File: src/remote_cal_pkg.sv
// Constants and types shared by the remote calibration controller
`default_nettype none
package remote_cal_pkg;
  // ****************************************************
  // Clock and timing
  // ****************************************************
  localparam int unsigned CLK_HZ        = 100_000_000;
  localparam int unsigned BAUD_RATE     = 9600;
  localparam int unsigned BAUD_CYCLES   = CLK_HZ / BAUD_RATE;
  localparam int unsigned REPORT_SEC    = 2;
  localparam int unsigned REPORT_CYCLES = REPORT_SEC * CLK_HZ;
  localparam int unsigned CAL_MS        = 1000;
  localparam int unsigned CAL_CYCLES    = CAL_MS * (CLK_HZ / 1000);
  localparam int unsigned DATA_BITS     = 8;

  // ****************************************************
  // Register map
  // ****************************************************
  localparam logic [7:0] CTRL_OFS   = 8'h00;
  localparam logic [7:0] STATUS_OFS = 8'h04;
  localparam logic [7:0] CONC_OFS   = 8'h08;
  localparam logic [7:0] SPAN_OFS   = 8'h0C;
  localparam logic [7:0] ALARM_OFS  = 8'h10;
  localparam int unsigned CTRL_RANGE_LSB = 0;
  localparam int unsigned CTRL_STAT_BIT  = 2;
  localparam int unsigned ALARM_TRIP_LSB = 4;
  localparam logic [1:0]  RANGE_RST      = 2'h0;
  localparam logic        STAT_EN_RST    = 1'b1;
  localparam logic [15:0] CONC_RST       = 16'h0000;
  localparam logic [15:0] SPAN_RST       = 16'h0000;
  localparam logic [7:0]  ALARM_RST      = 8'h00;

  // ****************************************************
  // Characters
  // ****************************************************
  localparam logic [7:0] CH_CR = 8'h0D;
  localparam logic [7:0] CH_LF = 8'h0A;
  localparam logic [7:0] CH_A  = 8'h61;
  localparam logic [7:0] CH_S  = 8'h73;
  localparam logic [7:0] CH_Z  = 8'h7A;
  localparam logic [7:0] CH_T  = 8'h74;
  localparam logic [7:0] CH_R  = 8'h72;
  localparam logic [7:0] CH_M  = 8'h6D;
  localparam logic [7:0] CH_1  = 8'h31;
  localparam logic [7:0] CH_3  = 8'h33;
  localparam logic [4:0] REPORT_LEN = 5'h15;

  typedef enum logic [1:0] {ANALYZE, ZERO_CAL, SPAN_CAL} mode_t;
endpackage
`default_nettype wire

File: src/remote_cal_ctrl.sv
// Remote calibration, valve, range and serial control top
//
// The APB register port and the placing of the registers were chosen for this implementation.
`default_nettype none
module remote_cal_ctrl
  import remote_cal_pkg::*;
#(
  parameter int unsigned BAUD_DIV   = BAUD_CYCLES,
  parameter int unsigned REPORT_CYC = REPORT_CYCLES,
  parameter int unsigned CAL_CYC    = CAL_CYCLES
) (
  input  wire logic        pclk,          // System clock
  input  wire logic        presetn,       // Async reset, active low
  input  wire logic        psel,          // APB select
  input  wire logic        penable,       // APB access phase
  input  wire logic        pwrite,        // APB write
  input  wire logic [7:0]  paddr,         // APB byte address
  input  wire logic [31:0] pwdata,        // APB write data
  output logic      [31:0] prdata,        // APB read data
  output logic             pready,        // APB ready
  output logic             pslverr,       // APB error
  input  wire logic        zero_req,      // Remote zero input pin
  input  wire logic        span_req,      // Remote span input pin
  input  wire logic        rxd,           // Serial input pin
  output logic             txd,           // Serial output pin
  output logic             cal_contact,   // Closed while calibrating
  output logic             low_range_contact,     // Low_range_contact
  output logic             medium_range_contact,  // Medium_range_contact
  output logic             high_range_contact,    // High_range_contact
  output logic             air_cal_range_contact, // Air_cal_range_contact
  output logic             sample_valve,  // Sample gas valve
  output logic             zero_valve,    // Zero gas valve
  output logic             span_valve,    // Span gas valve
  output logic             exhaust_valve  // Exhaust valve
);
  // ****************************************************
  // Helper functions
  // ****************************************************
  function automatic logic [7:0] hex_char(input logic [3:0] v);
    hex_char = (v < 4'hA) ? {4'h3, v} : (8'h37 + {4'h0, v});
  endfunction

  function automatic logic [7:0] range_char(input logic [1:0] r);
    unique case (r)
      2'h0: range_char = 8'h4C;  // L
      2'h1: range_char = 8'h4D;  // M
      2'h2: range_char = 8'h48;  // H
      2'h3: range_char = 8'h41;  // A
    endcase
  endfunction

  // ****************************************************
  // Pin synchronisers (three stages, 2nd and 3rd agree)
  // ****************************************************
  logic [2:0] s1_r;
  logic [2:0] s2_r;
  logic [2:0] s3_r;
  logic [2:0] pin_r;
  logic       zero_in;
  logic       span_in;
  logic       rx_in;

  // Shift pins through three stages
  always_ff @(posedge pclk or negedge presetn) begin
    if (!presetn) begin
      s1_r <= 3'h4;
      s2_r <= 3'h4;
      s3_r <= 3'h4;
    end else begin
      s1_r <= {rxd, span_req, zero_req};
      s2_r <= s1_r;
      s3_r <= s2_r;
    end
  end

  // Accept a change once stages two and three agree
  always_ff @(posedge pclk or negedge presetn) begin
    if (!presetn) begin
      pin_r <= 3'h4;
    end else begin
      for (int i = 0; i < 3; i++) begin
        if (s2_r[i] == s3_r[i]) pin_r[i] <= s3_r[i];
      end
    end
  end

  assign zero_in = pin_r[0];
  assign span_in = pin_r[1];
  assign rx_in   = pin_r[2];

  // ****************************************************
  // Serial command parser
  // ****************************************************
  logic       rx_valid;
  logic [7:0] rx_data;
  logic [23:0] line_r;
  logic [2:0]  len_r;
  logic        cmd_span_r;
  logic        cmd_zero_r;
  logic        cmd_stat_r;
  logic        cmd_rng_r;
  logic [1:0]  cmd_rng_val_r;

  uart_rx #(.DIV(BAUD_DIV)) u_rx (
    .pclk    (pclk),
    .presetn (presetn),
    .rxd     (rx_in),
    .valid_r (rx_valid),
    .data_r  (rx_data)
  );

  // Collect a line, decode on enter, drop anything else
  always_ff @(posedge pclk or negedge presetn) begin
    if (!presetn) begin
      line_r        <= 24'h000000;
      len_r         <= 3'h0;
      cmd_span_r    <= 1'b0;
      cmd_zero_r    <= 1'b0;
      cmd_stat_r    <= 1'b0;
      cmd_rng_r     <= 1'b0;
      cmd_rng_val_r <= 2'h0;
    end else begin
      cmd_span_r <= 1'b0;
      cmd_zero_r <= 1'b0;
      cmd_stat_r <= 1'b0;
      cmd_rng_r  <= 1'b0;
      if (rx_valid && rx_data == CH_CR) begin
        len_r <= 3'h0;
        if (len_r == 3'h2) begin
          cmd_span_r <= line_r[15:0] == {CH_A, CH_S};
          cmd_zero_r <= line_r[15:0] == {CH_A, CH_Z};
          cmd_stat_r <= line_r[15:0] == {CH_S, CH_T};
        end
        if (len_r == 3'h3 && line_r[23:8] == {CH_R, CH_M} &&
            line_r[7:0] >= CH_1 && line_r[7:0] <= CH_3) begin
          cmd_rng_r     <= 1'b1;
          cmd_rng_val_r <= 2'(line_r[7:0] - CH_1);
        end
      end else if (rx_valid && rx_data != CH_LF) begin
        line_r <= {line_r[15:0], rx_data};
        if (len_r != 3'h4) len_r <= len_r + 3'h1;  // Overlong line
      end
    end
  end

  // ****************************************************
  // Calibration mode machine
  // ****************************************************
  mode_t       mode_r;
  logic [31:0] cal_cnt_r;
  logic        start_zero;
  logic        start_span;

  // Requests only count in analysis, so none can be queued
  assign start_zero = zero_in || cmd_zero_r;
  assign start_span = span_in || cmd_span_r;

  // Analysis polls inputs; calibration ignores them
  always_ff @(posedge pclk or negedge presetn) begin
    if (!presetn) begin
      mode_r    <= ANALYZE;
      cal_cnt_r <= 32'h00000000;
    end else begin
      unique case (mode_r)
        ANALYZE: begin
          cal_cnt_r <= 32'(CAL_CYC - 1);
          if (start_zero) begin
            mode_r <= ZERO_CAL;
          end else if (start_span) begin
            mode_r <= SPAN_CAL;
          end
        end
        ZERO_CAL, SPAN_CAL: begin
          // Back to analysis; a held input re-enters
          if (cal_cnt_r == 32'h00000000) begin
            mode_r <= ANALYZE;
          end else begin
            cal_cnt_r <= cal_cnt_r - 32'h00000001;
          end
        end
        default: mode_r <= ANALYZE;
      endcase
    end
  end

  // ****************************************************
  // Contacts and valves
  // ****************************************************
  logic [1:0] range_r;

  // Activity contact and valve lines follow the mode
  always_ff @(posedge pclk or negedge presetn) begin
    if (!presetn) begin
      cal_contact   <= 1'b0;
      sample_valve  <= 1'b0;
      zero_valve    <= 1'b0;
      span_valve    <= 1'b0;
      exhaust_valve <= 1'b0;
    end else begin
      cal_contact   <= mode_r != ANALYZE;
      sample_valve  <= mode_r == ANALYZE;
      zero_valve    <= mode_r == ZERO_CAL;
      span_valve    <= mode_r == SPAN_CAL;
      exhaust_valve <= mode_r != ANALYZE;
    end
  end

  // One-hot range identification contacts
  always_ff @(posedge pclk or negedge presetn) begin
    if (!presetn) begin
      low_range_contact     <= 1'b0;
      medium_range_contact  <= 1'b0;
      high_range_contact    <= 1'b0;
      air_cal_range_contact <= 1'b0;
    end else begin
      low_range_contact     <= range_r == 2'h0;
      medium_range_contact  <= range_r == 2'h1;
      high_range_contact    <= range_r == 2'h2;
      air_cal_range_contact <= range_r == 2'h3;
    end
  end

  // ****************************************************
  // APB register file
  // ****************************************************
  logic        stat_en_r;
  logic [15:0] conc_r;
  logic [15:0] span_r;
  logic [7:0]  alarm_r;
  logic        acc;
  logic        wr;
  logic        hit;

  assign acc = psel && penable && !pready;
  assign wr  = acc && pwrite;
  assign hit = paddr == CTRL_OFS || paddr == STATUS_OFS ||
               paddr == CONC_OFS || paddr == SPAN_OFS ||
               paddr == ALARM_OFS;

  // Range from software or serial command; serial wins a tie
  always_ff @(posedge pclk or negedge presetn) begin
    if (!presetn) begin
      range_r <= RANGE_RST;
    end else if (cmd_rng_r) begin
      range_r <= cmd_rng_val_r;
    end else if (wr && paddr == CTRL_OFS) begin
      range_r <= pwdata[CTRL_RANGE_LSB +: 2];
    end
  end

  // Status output enable, toggled by command
  always_ff @(posedge pclk or negedge presetn) begin
    if (!presetn) begin
      stat_en_r <= STAT_EN_RST;
    end else if (cmd_stat_r) begin
      stat_en_r <= !stat_en_r;
    end else if (wr && paddr == CTRL_OFS) begin
      stat_en_r <= pwdata[CTRL_STAT_BIT];
    end
  end

  // Report data written by software
  always_ff @(posedge pclk or negedge presetn) begin
    if (!presetn) begin
      conc_r  <= CONC_RST;
      span_r  <= SPAN_RST;
      alarm_r <= ALARM_RST;
    end else if (wr) begin
      if (paddr == CONC_OFS)  conc_r  <= pwdata[15:0];
      if (paddr == SPAN_OFS)  span_r  <= pwdata[15:0];
      if (paddr == ALARM_OFS) alarm_r <= pwdata[7:0];
    end
  end

  // One wait state, registered answer
  always_ff @(posedge pclk or negedge presetn) begin
    if (!presetn) begin
      pready  <= 1'b0;
      pslverr <= 1'b0;
      prdata  <= 32'h00000000;
    end else begin
      pready  <= acc;
      pslverr <= acc && !hit;
      prdata  <= 32'h00000000;
      if (acc && !pwrite) begin
        unique case (paddr)
          CTRL_OFS:   prdata <= {29'h0, stat_en_r, range_r};
          STATUS_OFS: prdata <= {26'h0, pin_r[1:0], cal_contact,
                                 (mode_r == SPAN_CAL),
                                 (mode_r == ZERO_CAL), 1'b0};
          CONC_OFS:   prdata <= {16'h0, conc_r};
          SPAN_OFS:   prdata <= {16'h0, span_r};
          ALARM_OFS:  prdata <= {24'h0, alarm_r};
          default:    prdata <= 32'h00000000;
        endcase
      end
    end
  end

  // ****************************************************
  // Periodic status report
  // ****************************************************
  logic [31:0] tick_r;
  logic [4:0]  idx_r;
  logic        rep_r;
  logic        tx_busy;
  logic        tx_go;
  logic [7:0]  tx_byte;
  logic [3:0]  dis_nib;
  logic [3:0]  trip_nib;

  assign dis_nib  = alarm_r[3:0];
  assign trip_nib = alarm_r[ALARM_TRIP_LSB +: 4];
  assign tx_go    = rep_r && !tx_busy;

  // Report bytes: conc, range, span, disabled, tripped
  always_comb begin
    unique case (idx_r)
      5'h00:   tx_byte = hex_char(conc_r[15:12]);
      5'h01:   tx_byte = hex_char(conc_r[11:8]);
      5'h02:   tx_byte = hex_char(conc_r[7:4]);
      5'h03:   tx_byte = hex_char(conc_r[3:0]);
      5'h06:   tx_byte = range_char(range_r);
      5'h09:   tx_byte = hex_char(span_r[15:12]);
      5'h0A:   tx_byte = hex_char(span_r[11:8]);
      5'h0B:   tx_byte = hex_char(span_r[7:4]);
      5'h0C:   tx_byte = hex_char(span_r[3:0]);
      5'h0F:   tx_byte = hex_char(dis_nib);
      5'h12:   tx_byte = hex_char(trip_nib);
      5'h04, 5'h07, 5'h0D, 5'h10, 5'h13: tx_byte = CH_CR;
      default: tx_byte = CH_LF;
    endcase
  end

  // Interval timer and byte sequencer
  always_ff @(posedge pclk or negedge presetn) begin
    if (!presetn) begin
      tick_r <= 32'h00000000;
      idx_r  <= 5'h00;
      rep_r  <= 1'b0;
    end else begin
      if (tick_r == 32'(REPORT_CYC - 1)) begin
        tick_r <= 32'h00000000;
        if (stat_en_r && !rep_r) begin
          rep_r <= 1'b1;
          idx_r <= 5'h00;
        end
      end else begin
        tick_r <= tick_r + 32'h00000001;
      end
      if (tx_go) begin
        if (idx_r == REPORT_LEN - 5'h01) rep_r <= 1'b0;
        idx_r <= idx_r + 5'h01;
      end
    end
  end

  uart_tx #(.DIV(BAUD_DIV)) u_tx (
    .pclk    (pclk),
    .presetn (presetn),
    .start   (tx_go),
    .data    (tx_byte),
    .busy_r  (tx_busy),
    .txd_r   (txd)
  );
endmodule
`default_nettype wire

File: src/uart_rx.sv
// Serial receiver, 8 data bits, no parity, one stop bit
`default_nettype none
module uart_rx
  import remote_cal_pkg::*;
#(
  parameter int unsigned DIV = BAUD_CYCLES
) (
  input  wire logic       pclk,     // System clock
  input  wire logic       presetn,  // Async reset, active low
  input  wire logic       rxd,      // Filtered serial input
  output logic            valid_r,  // One-cycle byte strobe
  output logic [7:0]      data_r    // Received byte
);
  logic [15:0] cnt_r;
  logic [3:0]  bit_r;
  logic        busy_r;
  logic [7:0]  sh_r;

  // Start edge, mid-bit sampling, stop
  always_ff @(posedge pclk or negedge presetn) begin
    if (!presetn) begin
      cnt_r   <= 16'h0000;
      bit_r   <= 4'h0;
      busy_r  <= 1'b0;
      sh_r    <= 8'h00;
      valid_r <= 1'b0;
      data_r  <= 8'h00;
    end else begin
      valid_r <= 1'b0;
      if (!busy_r) begin
        if (!rxd) begin
          busy_r <= 1'b1;
          bit_r  <= 4'h0;
          cnt_r  <= 16'(DIV / 2);
        end
      end else if (cnt_r != 16'h0000) begin
        cnt_r <= cnt_r - 16'h0001;
      end else begin
        cnt_r <= 16'(DIV - 1);
        bit_r <= bit_r + 4'h1;
        if (bit_r == 4'h0) begin
          if (rxd) busy_r <= 1'b0;  // Glitch, not a start bit
        end else if (bit_r <= 4'(DATA_BITS)) begin
          sh_r <= {rxd, sh_r[7:1]};
        end else begin
          busy_r  <= 1'b0;
          valid_r <= rxd;           // Framing error drops byte
          data_r  <= sh_r;
        end
      end
    end
  end
endmodule
`default_nettype wire

File: src/uart_tx.sv
// Serial transmitter, 8 data bits, no parity, one stop bit
`default_nettype none
module uart_tx
  import remote_cal_pkg::*;
#(
  parameter int unsigned DIV = BAUD_CYCLES
) (
  input  wire logic       pclk,     // System clock
  input  wire logic       presetn,  // Async reset, active low
  input  wire logic       start,    // Send byte, taken when idle
  input  wire logic [7:0] data,     // Byte to send
  output logic            busy_r,   // Transmitter occupied
  output logic            txd_r     // Serial output, idle high
);
  logic [15:0] cnt_r;
  logic [3:0]  bit_r;
  logic [9:0]  sh_r;

  // Frame shifter: start, 8 data LSB first, stop
  always_ff @(posedge pclk or negedge presetn) begin
    if (!presetn) begin
      cnt_r  <= 16'h0000;
      bit_r  <= 4'h0;
      sh_r   <= 10'h3FF;
      busy_r <= 1'b0;
      txd_r  <= 1'b1;
    end else if (!busy_r) begin
      if (start) begin
        busy_r <= 1'b1;
        sh_r   <= {1'b1, data, 1'b0};
        bit_r  <= 4'h0;
        cnt_r  <= 16'h0000;
      end
    end else if (cnt_r != 16'h0000) begin
      cnt_r <= cnt_r - 16'h0001;
    end else if (bit_r == 4'hA) begin
      busy_r <= 1'b0;
    end else begin
      txd_r <= sh_r[0];
      sh_r  <= {1'b1, sh_r[9:1]};
      bit_r <= bit_r + 4'h1;
      cnt_r <= 16'(DIV - 1);
    end
  end
endmodule
`default_nettype wire

File: config.mk
export PLATFORM = sky130hd
export DESIGN_NAME = remote_cal_ctrl
export DESIGN_NICKNAME = d
export VERILOG_FILES = /design/src/remote_cal_pkg.sv /design/src/remote_cal_ctrl.sv /design/src/uart_rx.sv /design/src/uart_tx.sv
export SDC_FILE = /design/constraint.sdc
export NUM_CORES = 1
export LEC_CHECK = 0
export BUFFER_PORTS_ARGS = -buffer_cell sky130_fd_sc_hd__buf_2
export CAP_MARGIN = 5
export CORE_MARGIN = 2
export CORE_UTILIZATION = 40
export DETAILED_ROUTE_END_ITERATION = 12
export GPL_TIMING_DRIVEN = 0
export HOLD_SLACK_MARGIN = 0.1
export PLACE_DENSITY = 0.63
export SYNTH_ARGS = -nofsm -noshare
export SYNTH_HDL_FRONTEND = slang
export SYNTH_SLANG_ARGS = --single-unit
File: constraint.sdc
create_clock -name pclk -period 3.9 [get_ports pclk]
set_input_delay 0.585 -clock pclk [delete_from_list [all_inputs] [get_ports pclk]]
set_output_delay 0.585 -clock pclk [all_outputs]
set_load 0.05 [all_outputs]
==> results of run 1 <==
-- worst register-to-register path: stages, from the launching register on --
cell,delay (ns)
dfrtp_1,0.38
clkbuf_1,0.21
clkbuf_1,0.26
and3_1,0.22
ha_1,0.27
nand2_1,0.11
nor3_1,0.04
or4_1,0.57
a311oi_1,0.42
nand4_1,0.17
a22o_1,0.22
-- cell usage in the layout (no fill, tap or decap), drive strengths merged, types with 16 or more instances in the layout --
cell type / instances
nor3: 41
a21oi: 75
or4: 19
nor2: 109
conb: 16
xor2: 22
and3: 16
clkbuf: 66
nand3: 40
nand2: 123
nor4: 27
nand4: 20
ha: 38
xnor2: 40
o21ai: 91
mux2: 62
inv: 62
dfrtp: 240
or3: 19
buf: 91
-- cell usage after synthesis (4+ instances only) --
master    number  area (um2)
xor2_1        22         193
a311oi_1       5        43.8
and4_1         5        43.8
buf_4         18         135
nand4b_1       5        43.8
a31oi_1        9        56.3
a222oi_1       6        60.1
and4b_1        8        80.1
nor3_1        33         165
nor3_2         7        70.1
nor4b_1       10        87.6
o41ai_1        4        35.0
or3_1         16         100
o21ai_0       85         425
o21ai_1        6        30.0
a22oi_1       11        82.6
mux2_2        61         687
a21oi_1       74         370
nor2b_1       12        75.1
nand4_1       20         125
nand3_1       39         195
buf_2         10        50.1
a22o_1         5        43.8
o22ai_1       12        75.1
o211ai_1       5        37.5
ha_1          38         475
dfrtp_1      240        6010
clkbuf_1      31         116
and3_1        16         100
nor4_1        25         156
or4_1         16         120
a211oi_1       9        67.6
nor2_1       107         402
mux2i_1       15         150
dfstp_2       15         394
xnor2_1       40         350
and2_1         6        37.5
nand2_1      122         458
o31ai_1        7        52.6
inv_1         61         229
nand2b_1       5        31.3
-- report_power, final --
group	leakage, nW	switching, mW	internal (mW)	total, mW
clock	0.493	1.13	1.82	2.94
combinational	2.92	0.528	0.195	0.723
sequential	3.27	0.0564	2.71	2.77
total	6.68	1.71	4.72	6.43
-- worst max-delay path by stage --
stage / slack [ns] / end / cells after the start
after floorplan: 1.31 / alarm_r[6] / 6
after global placement: -2.34 / u_rx.bit_r[1] / 1
after detailed placement: 0.82 / conc_r[7] / 7
after CTS: 0.99 / u_tx.sh_r[4] / 10
after global routing: 0.79 / u_tx.sh_r[7] / 11
final: 0.95 / u_tx.sh_r[4] / 10
-- final cells by class --
type                       instances  area, um2  area share, %
sequential                       255       6400           42.0
timing repair buffer              63        390           2.56
inverter                          61        229           1.50
tap                              442        553           3.63
clock buffer                      35        777           5.09
multi-input combinational        956       6300           41.3
clock inverter                    15        267           1.75
buffer                            63        339           2.22
-- logic make-up after synthesis --
logic type / after synthesis
flops: 255
mux: 77
compound gates: 276
other cells: 1
buf+inv: 124
fa+ha+maj: 41
simple gates: 484
xor+xnor: 62
-- layer usage --
| metal | part of all wire [%] | vias to the layer above |
|---|---|---|
| met4 | 2.9 | 0 |
| met5 | 0 | - |
| li1 | - | 4970 |
| met1 | 46 | 5056 |
| met3 | 3.9 | 59 |
| met2 | 47 | 204 |
-- flip-flops by register name, summed over array words and instances, names as in the netlist, 9 cells and up --
register and cells:
tick_r 32, u_rx.cnt_r 16, cal_cnt_r 32, line_r 24, conc_r 16, span_r 16
u_tx.sh_r 9, u_tx.cnt_r 16, prdata 16
-- repair_timing --
item,CTS,global route
endpoints found under the setup margin,0,0
endpoints found under the hold margin,65,0
hold buffers,4,0
-- through the flow --
| step | instances | power [mW] |
|---|---|---|
| 2_1_floorplan | 1335 | 3.29 |
| 3_3_place_gp | 1834 | 3.53 |
| 3_5_place_dp | 1836 | 3.54 |
| 4_1_cts | 1890 | 6.52 |
| 5_1_grt | 1890 | 6.71 |
| 6_report | 1890 | 6.43 |
==> flow_summary.json, run 1 <==
{
  "rrSetupSlack_ns": 0.95,
  "use_met1_pct": 24.4,
  "netlist_area_mm2": 0.0132,
  "drt-pass1-iter-count": 6,
  "pin_count": 92,
  "cts_buffers": 28,
  "syn_inst": 1320,
  "clkLatencyLatePin_ns": 0.56,
  "r2r-start": "idx_r[3]",
  "nets": 1514,
  "critPathMaxStageDelay_ns": 0.57,
  "fmax_ghz": 0.339,
  "postPlaceCellArea_mm2": 0.0142,
  "synth_compound_area_share_pct": 13.1,
  "synth_adder_area_share_pct": 3.83,
  "initialDrtViolationCount": 603,
  "fin_util_pct": 46.9,
  "dpl.hpwl_um": 21900,
  "path_common_cell": "clkbuf_1",
  "rsz0062_at_grt": "false",
  "avgSynthCellArea_um2": 10.0,
  "pre_cts_ws_ns": 0.821,
  "synth_cell_types": 90,
  "synth_mux_area_share_pct": 6.43,
  "p_leak_nw": 6.68,
  "synth_top_family_by_area": "simple AND/OR/NAND/NOR gates",
  "r2r-end": "u_tx.sh_r[4]",
  "synthSimpleGateAreaFrac_pct": 19.8,
  "peakVddDrop_mv": 0.310,
  "grt_use_met2_pct": 29.3,
  "layout-drive-gt1-share_pct": 16.9,
  "port-buffer-count": 57,
  "setup_viol": 0,
  "via_per_inst": 5.44,
  "drcViolationCount": 0,
  "routed_wl_um": 30400,
  "grtUsageMet3_pct": 2.39,
  "gp_congestion": 0.901,
  "hold_viol": 0,
  "cts_htree_levels": 1,
  "synth_xor_area_share_pct": 4.11,
  "antenna_left": 0,
  "n_antenna_cell": 0,
  "start_util_pct": 40.6,
  "fp.dieArea_mm2": 0.0345,
  "cts.reportedPaths.clkPinSlew_ns": 0.06,
  "relSlewSlack_pct": 29.3,
  "reg2regPathDepth": 10,
  "dieWidth_um": 186,
  "end_kind": "flip-flop",
  "hp-start": "pwdata[9]",
  "whs_path_depth": 3,
  "hold_slack_ns": 0.258,
  "finalCriticalPeriod_ns": 2.95,
  "synthFlopType": "dfrtp_1",
  "grt_busiest_layer": "met2",
  "final_area_mm2": 0.0153,
  "skew_ns": 0.0153,
  "clockRootBuffer": "clkbuf_16",
  "cts_resized": 0,
  "chipHeight_um": 186,
  "yosys_warnings": 0,
  "crit_type": "reg2reg",
  "grt_pass1_vias": 9981,
  "path_max_fanout": 10,
  "worstSetupStartpoint": "idx_r[3]",
  "cts_sinks": 255,
  "worstHoldPathType": "in2reg",
  "crit_arrival_ns": 3.43,
  "final_max_slew_viol_count": 0,
  "fill_cells": 3123,
  "postCtsSetupBuffers": 0,
  "crit_chain": "clkbuf_1 -> clkbuf_1 -> and3_1 -> ha_1 -> nand2_1 -> nor3_1 -> or4_1 -> a311oi_1 -> nand4_1 -> a22o_1",
  "detail_route.wl_per_cell_um": 16.1,
  "area_delta_synth_final_pct": 15.5,
  "clock_path_buffers": 3,
  "grt_usage_pct": 17.9,
  "hold_end": "conc_r[9]",
  "cp_top_family": "simple AND/OR/NAND/NOR gates",
  "synth.ff_latch_count": 255,
  "period_share_pct": 75.6,
  "grt_pass1_wl_um": 50300,
  "critical_path.slowest_cell": "or4_1",
  "postLayoutSetupSlackWorst_ns": 0.951,
  "seq_area_frac_synth_pct": 48.5,
  "p_per_area_mw_per_mm2": 422,
  "setup_tns_ns": 0,
  "cts_tree": "done",
  "antenna_found_initial": 0,
  "synth-edff-count": 0,
  "setup.worst_path.start_class": "flip-flop",
  "outcome": "complete, no violations",
  "max_cap_viol_count": 0,
  "synthArstFlopShare_pct": 100,
  "path_buf_inv": 2,
  "tightest_slew_ns": 1.05,
  "grt_max_degree": 112,
  "required_ns": 4.38,
  "overflow": 0,
  "vias": 10300,
  "rows": 66,
  "core-area_mm2": 0.0325
}
Note: power is estimated with default switching activity, not from simulation.
==> inputs of run 2 (changes only) <==
PLACE_DENSITY = 0.65   (was 0.63)
clock period = 2.5 ns   (was 3.9 ns; I/O delays follow)
==> run 2 against run 1 <==
  * The flow now finishes with violations (setup timing)
  * Die area unchanged
  * Core utilization is 1.7 points higher
  * Clock skew grew 0.0052 ns
==> flow_summary.json, run 2 (synthesis gave the netlist of run 1 again) <==
{
  "hold_viol": 0,
  "end_kind": "flip-flop",
  "layout-drive-gt1-share_pct": 20.8,
  "port-buffer-count": 57,
  "via_per_inst": 5.43,
  "multiInputGateArea_mm2": 0.00656,
  "drcViolationCount": 0,
  "crit_arrival_ns": 2.98,
  "final_max_slew_viol_count": 0,
  "largest_registers": "cal_cnt_r (32), tick_r (32), line_r (24)",
  "tightest_slew_ns": 0.777,
  "grt_max_degree": 125,
  "grt_pass1_wl_um": 51200,
  "grt_usage_pct": 18.1,
  "n_antenna_cell": 0,
  "fin_util_pct": 48.5,
  "critical_path.slowest_cell": "or4_4",
  "cts.reportedPaths.clkPinSlew_ns": 0.06,
  "start_util_pct": 40.6,
  "pre_cts_ws_ns": -0.403,
  "initialDrtViolationCount": 689,
  "fmax_ghz": 0.394,
  "chipHeight_um": 186,
  "overflow": 0,
  "antenna_found_initial": 0,
  "pin_count": 92,
  "postLayoutSetupSlackWorst_ns": -0.0400,
  "period_share_pct": 102,
  "crit_type": "reg2reg",
  "clockRootBuffer": "clkbuf_16",
  "path_max_fanout": 5,
  "area_delta_synth_final_pct": 19.6,
  "path_buf_inv": 1,
  "rsz0062_at_grt": "true",
  "max_cap_viol_count": 0,
  "outcome": "finished, violations left",
  "gp_congestion": 0.919,
  "vias": 10500,
  "drt-pass1-iter-count": 8,
  "violations": "setup timing",
  "fp.dieArea_mm2": 0.0345,
  "cts_htree_levels": 1,
  "rows": 66,
  "final_common_cell": "dfrtp_1",
  "setup_viol": 3,
  "grt_pass1_vias": 10100,
  "cts_sinks": 255,
  "required_ns": 2.94,
  "detail_route.wl_per_cell_um": 16.2,
  "critPathMaxStageDelay_ns": 0.57,
  "clock_path_buffers": 3,
  "dieWidth_um": 186,
  "core-area_mm2": 0.0325,
  "final_cell_mix": "dfrtp_1 (237), nand2_1 (121), nor2_1 (107), o21ai_0 (84), a21oi_1 (72)",
  "setup.worst_path.start_class": "flip-flop",
  "crit_chain": "or4_4 -> or4_4 -> nor3_4 -> buf_6 -> nor2_1 -> xnor2_1 -> o21ai_1",
  "worstHoldPathType": "in2reg",
  "seq_area_mm2": 0.00640,
  "fill_cells": 3041,
  "peakVddDrop_mv": 0.453,
  "nets": 1552,
  "clkLatencyLatePin_ns": 0.57,
  "cp_top_family": "simple AND/OR/NAND/NOR gates",
  "cts_buffers": 28,
  "p_leak_nw": 6.94,
  "path_common_cell": "or4_4",
  "finalCriticalPeriod_ns": 2.54,
  "antenna_left": 0,
  "p_per_area_mw_per_mm2": 619,
  "cts_tree": "done",
  "skew_ns": 0.0204,
  "relSlewSlack_pct": 47.7,
  "routed_wl_um": 31300,
  "dpl.hpwl_um": 21700
}
[run 2: path summary, 6_finish.rpt]
path                                from            to  slack (ns)  cells after the start
min in group asynchronous        presetn    prdata[12]        0.33                      2
max                        cal_cnt_r[10]  cal_cnt_r[8]       -0.04                      7
max in group asynchronous        presetn      idx_r[1]        1.17                      3
min reg2reg                      s1_r[2]       s2_r[2]        0.36                      0
max reg2reg                cal_cnt_r[10]  cal_cnt_r[8]       -0.04                      7
min                            pwdata[0]     conc_r[0]        0.16                      3
[run 2: through the flow]
stage	hold WS, ns	total power [mW]	cells	instance area [um2]	setup TNS (ns)
floorplan	0.0794	5.13	1335	13300	0
global placement	0.339	5.50	1834	14100	-881.62
detailed placement	0.334	5.52	1836	14200	-14.87
CTS	0.145	9.85	1909	15400	-0.140
global route	0.164	10.2	1928	15800	-1.86
finish	0.163	9.77	1928	15800	-0.101
[run 2: report_power, final]
group          leakage (nW)  internal [mW]  total (mW)  switching [mW]
Clock                 0.462           2.54        4.22            1.68
Combinational          3.21          0.359        1.23           0.872
Sequential             3.27           4.23        4.31          0.0809
[run 2: repair_timing]
item / 4_1_cts / 5_1_grt
pin swaps: 2 / 15
buffers inserted: 3 / 21
endpoints found under the setup margin: 57 / 83
resized for setup: 18 / 72
endpoints found under the hold margin: 93 / 0
gates cloned: 0 / 2
hold buffers: 21 / 0
[run 2: worst register-to-register path, delay by kind of cell (launching register included)]
kind	cells	cell delay, ns
AO/OA/AOI/OAI	1	0.09
buffers and inverters	1	0.19
AND/OR/NAND/NOR	4	1.53
XOR/XNOR	1	0.21
flip-flops	1	0.40
[run 2: per-layer routing]
layer  vias up  track usage (%)  wire, um
met4         0             6.68      1060
met5         -                0         0
li1       5059                -         -
met1      5118             24.7     14200
met2       225             29.5     14800
met3        71             2.52      1290
[run 2: final cells by class]
cell class / instances / area share (%)
Sequential cell: 255 / 40.6
Timing Repair Buffer: 105 / 4.83
Clock buffer: 39 / 4.83
Tap cell: 442 / 3.50
Multi-Input combinational cell: 957 / 41.6
Clock inverter: 11 / 1.16
Buffer: 58 / 2.12
Inverter: 61 / 1.45
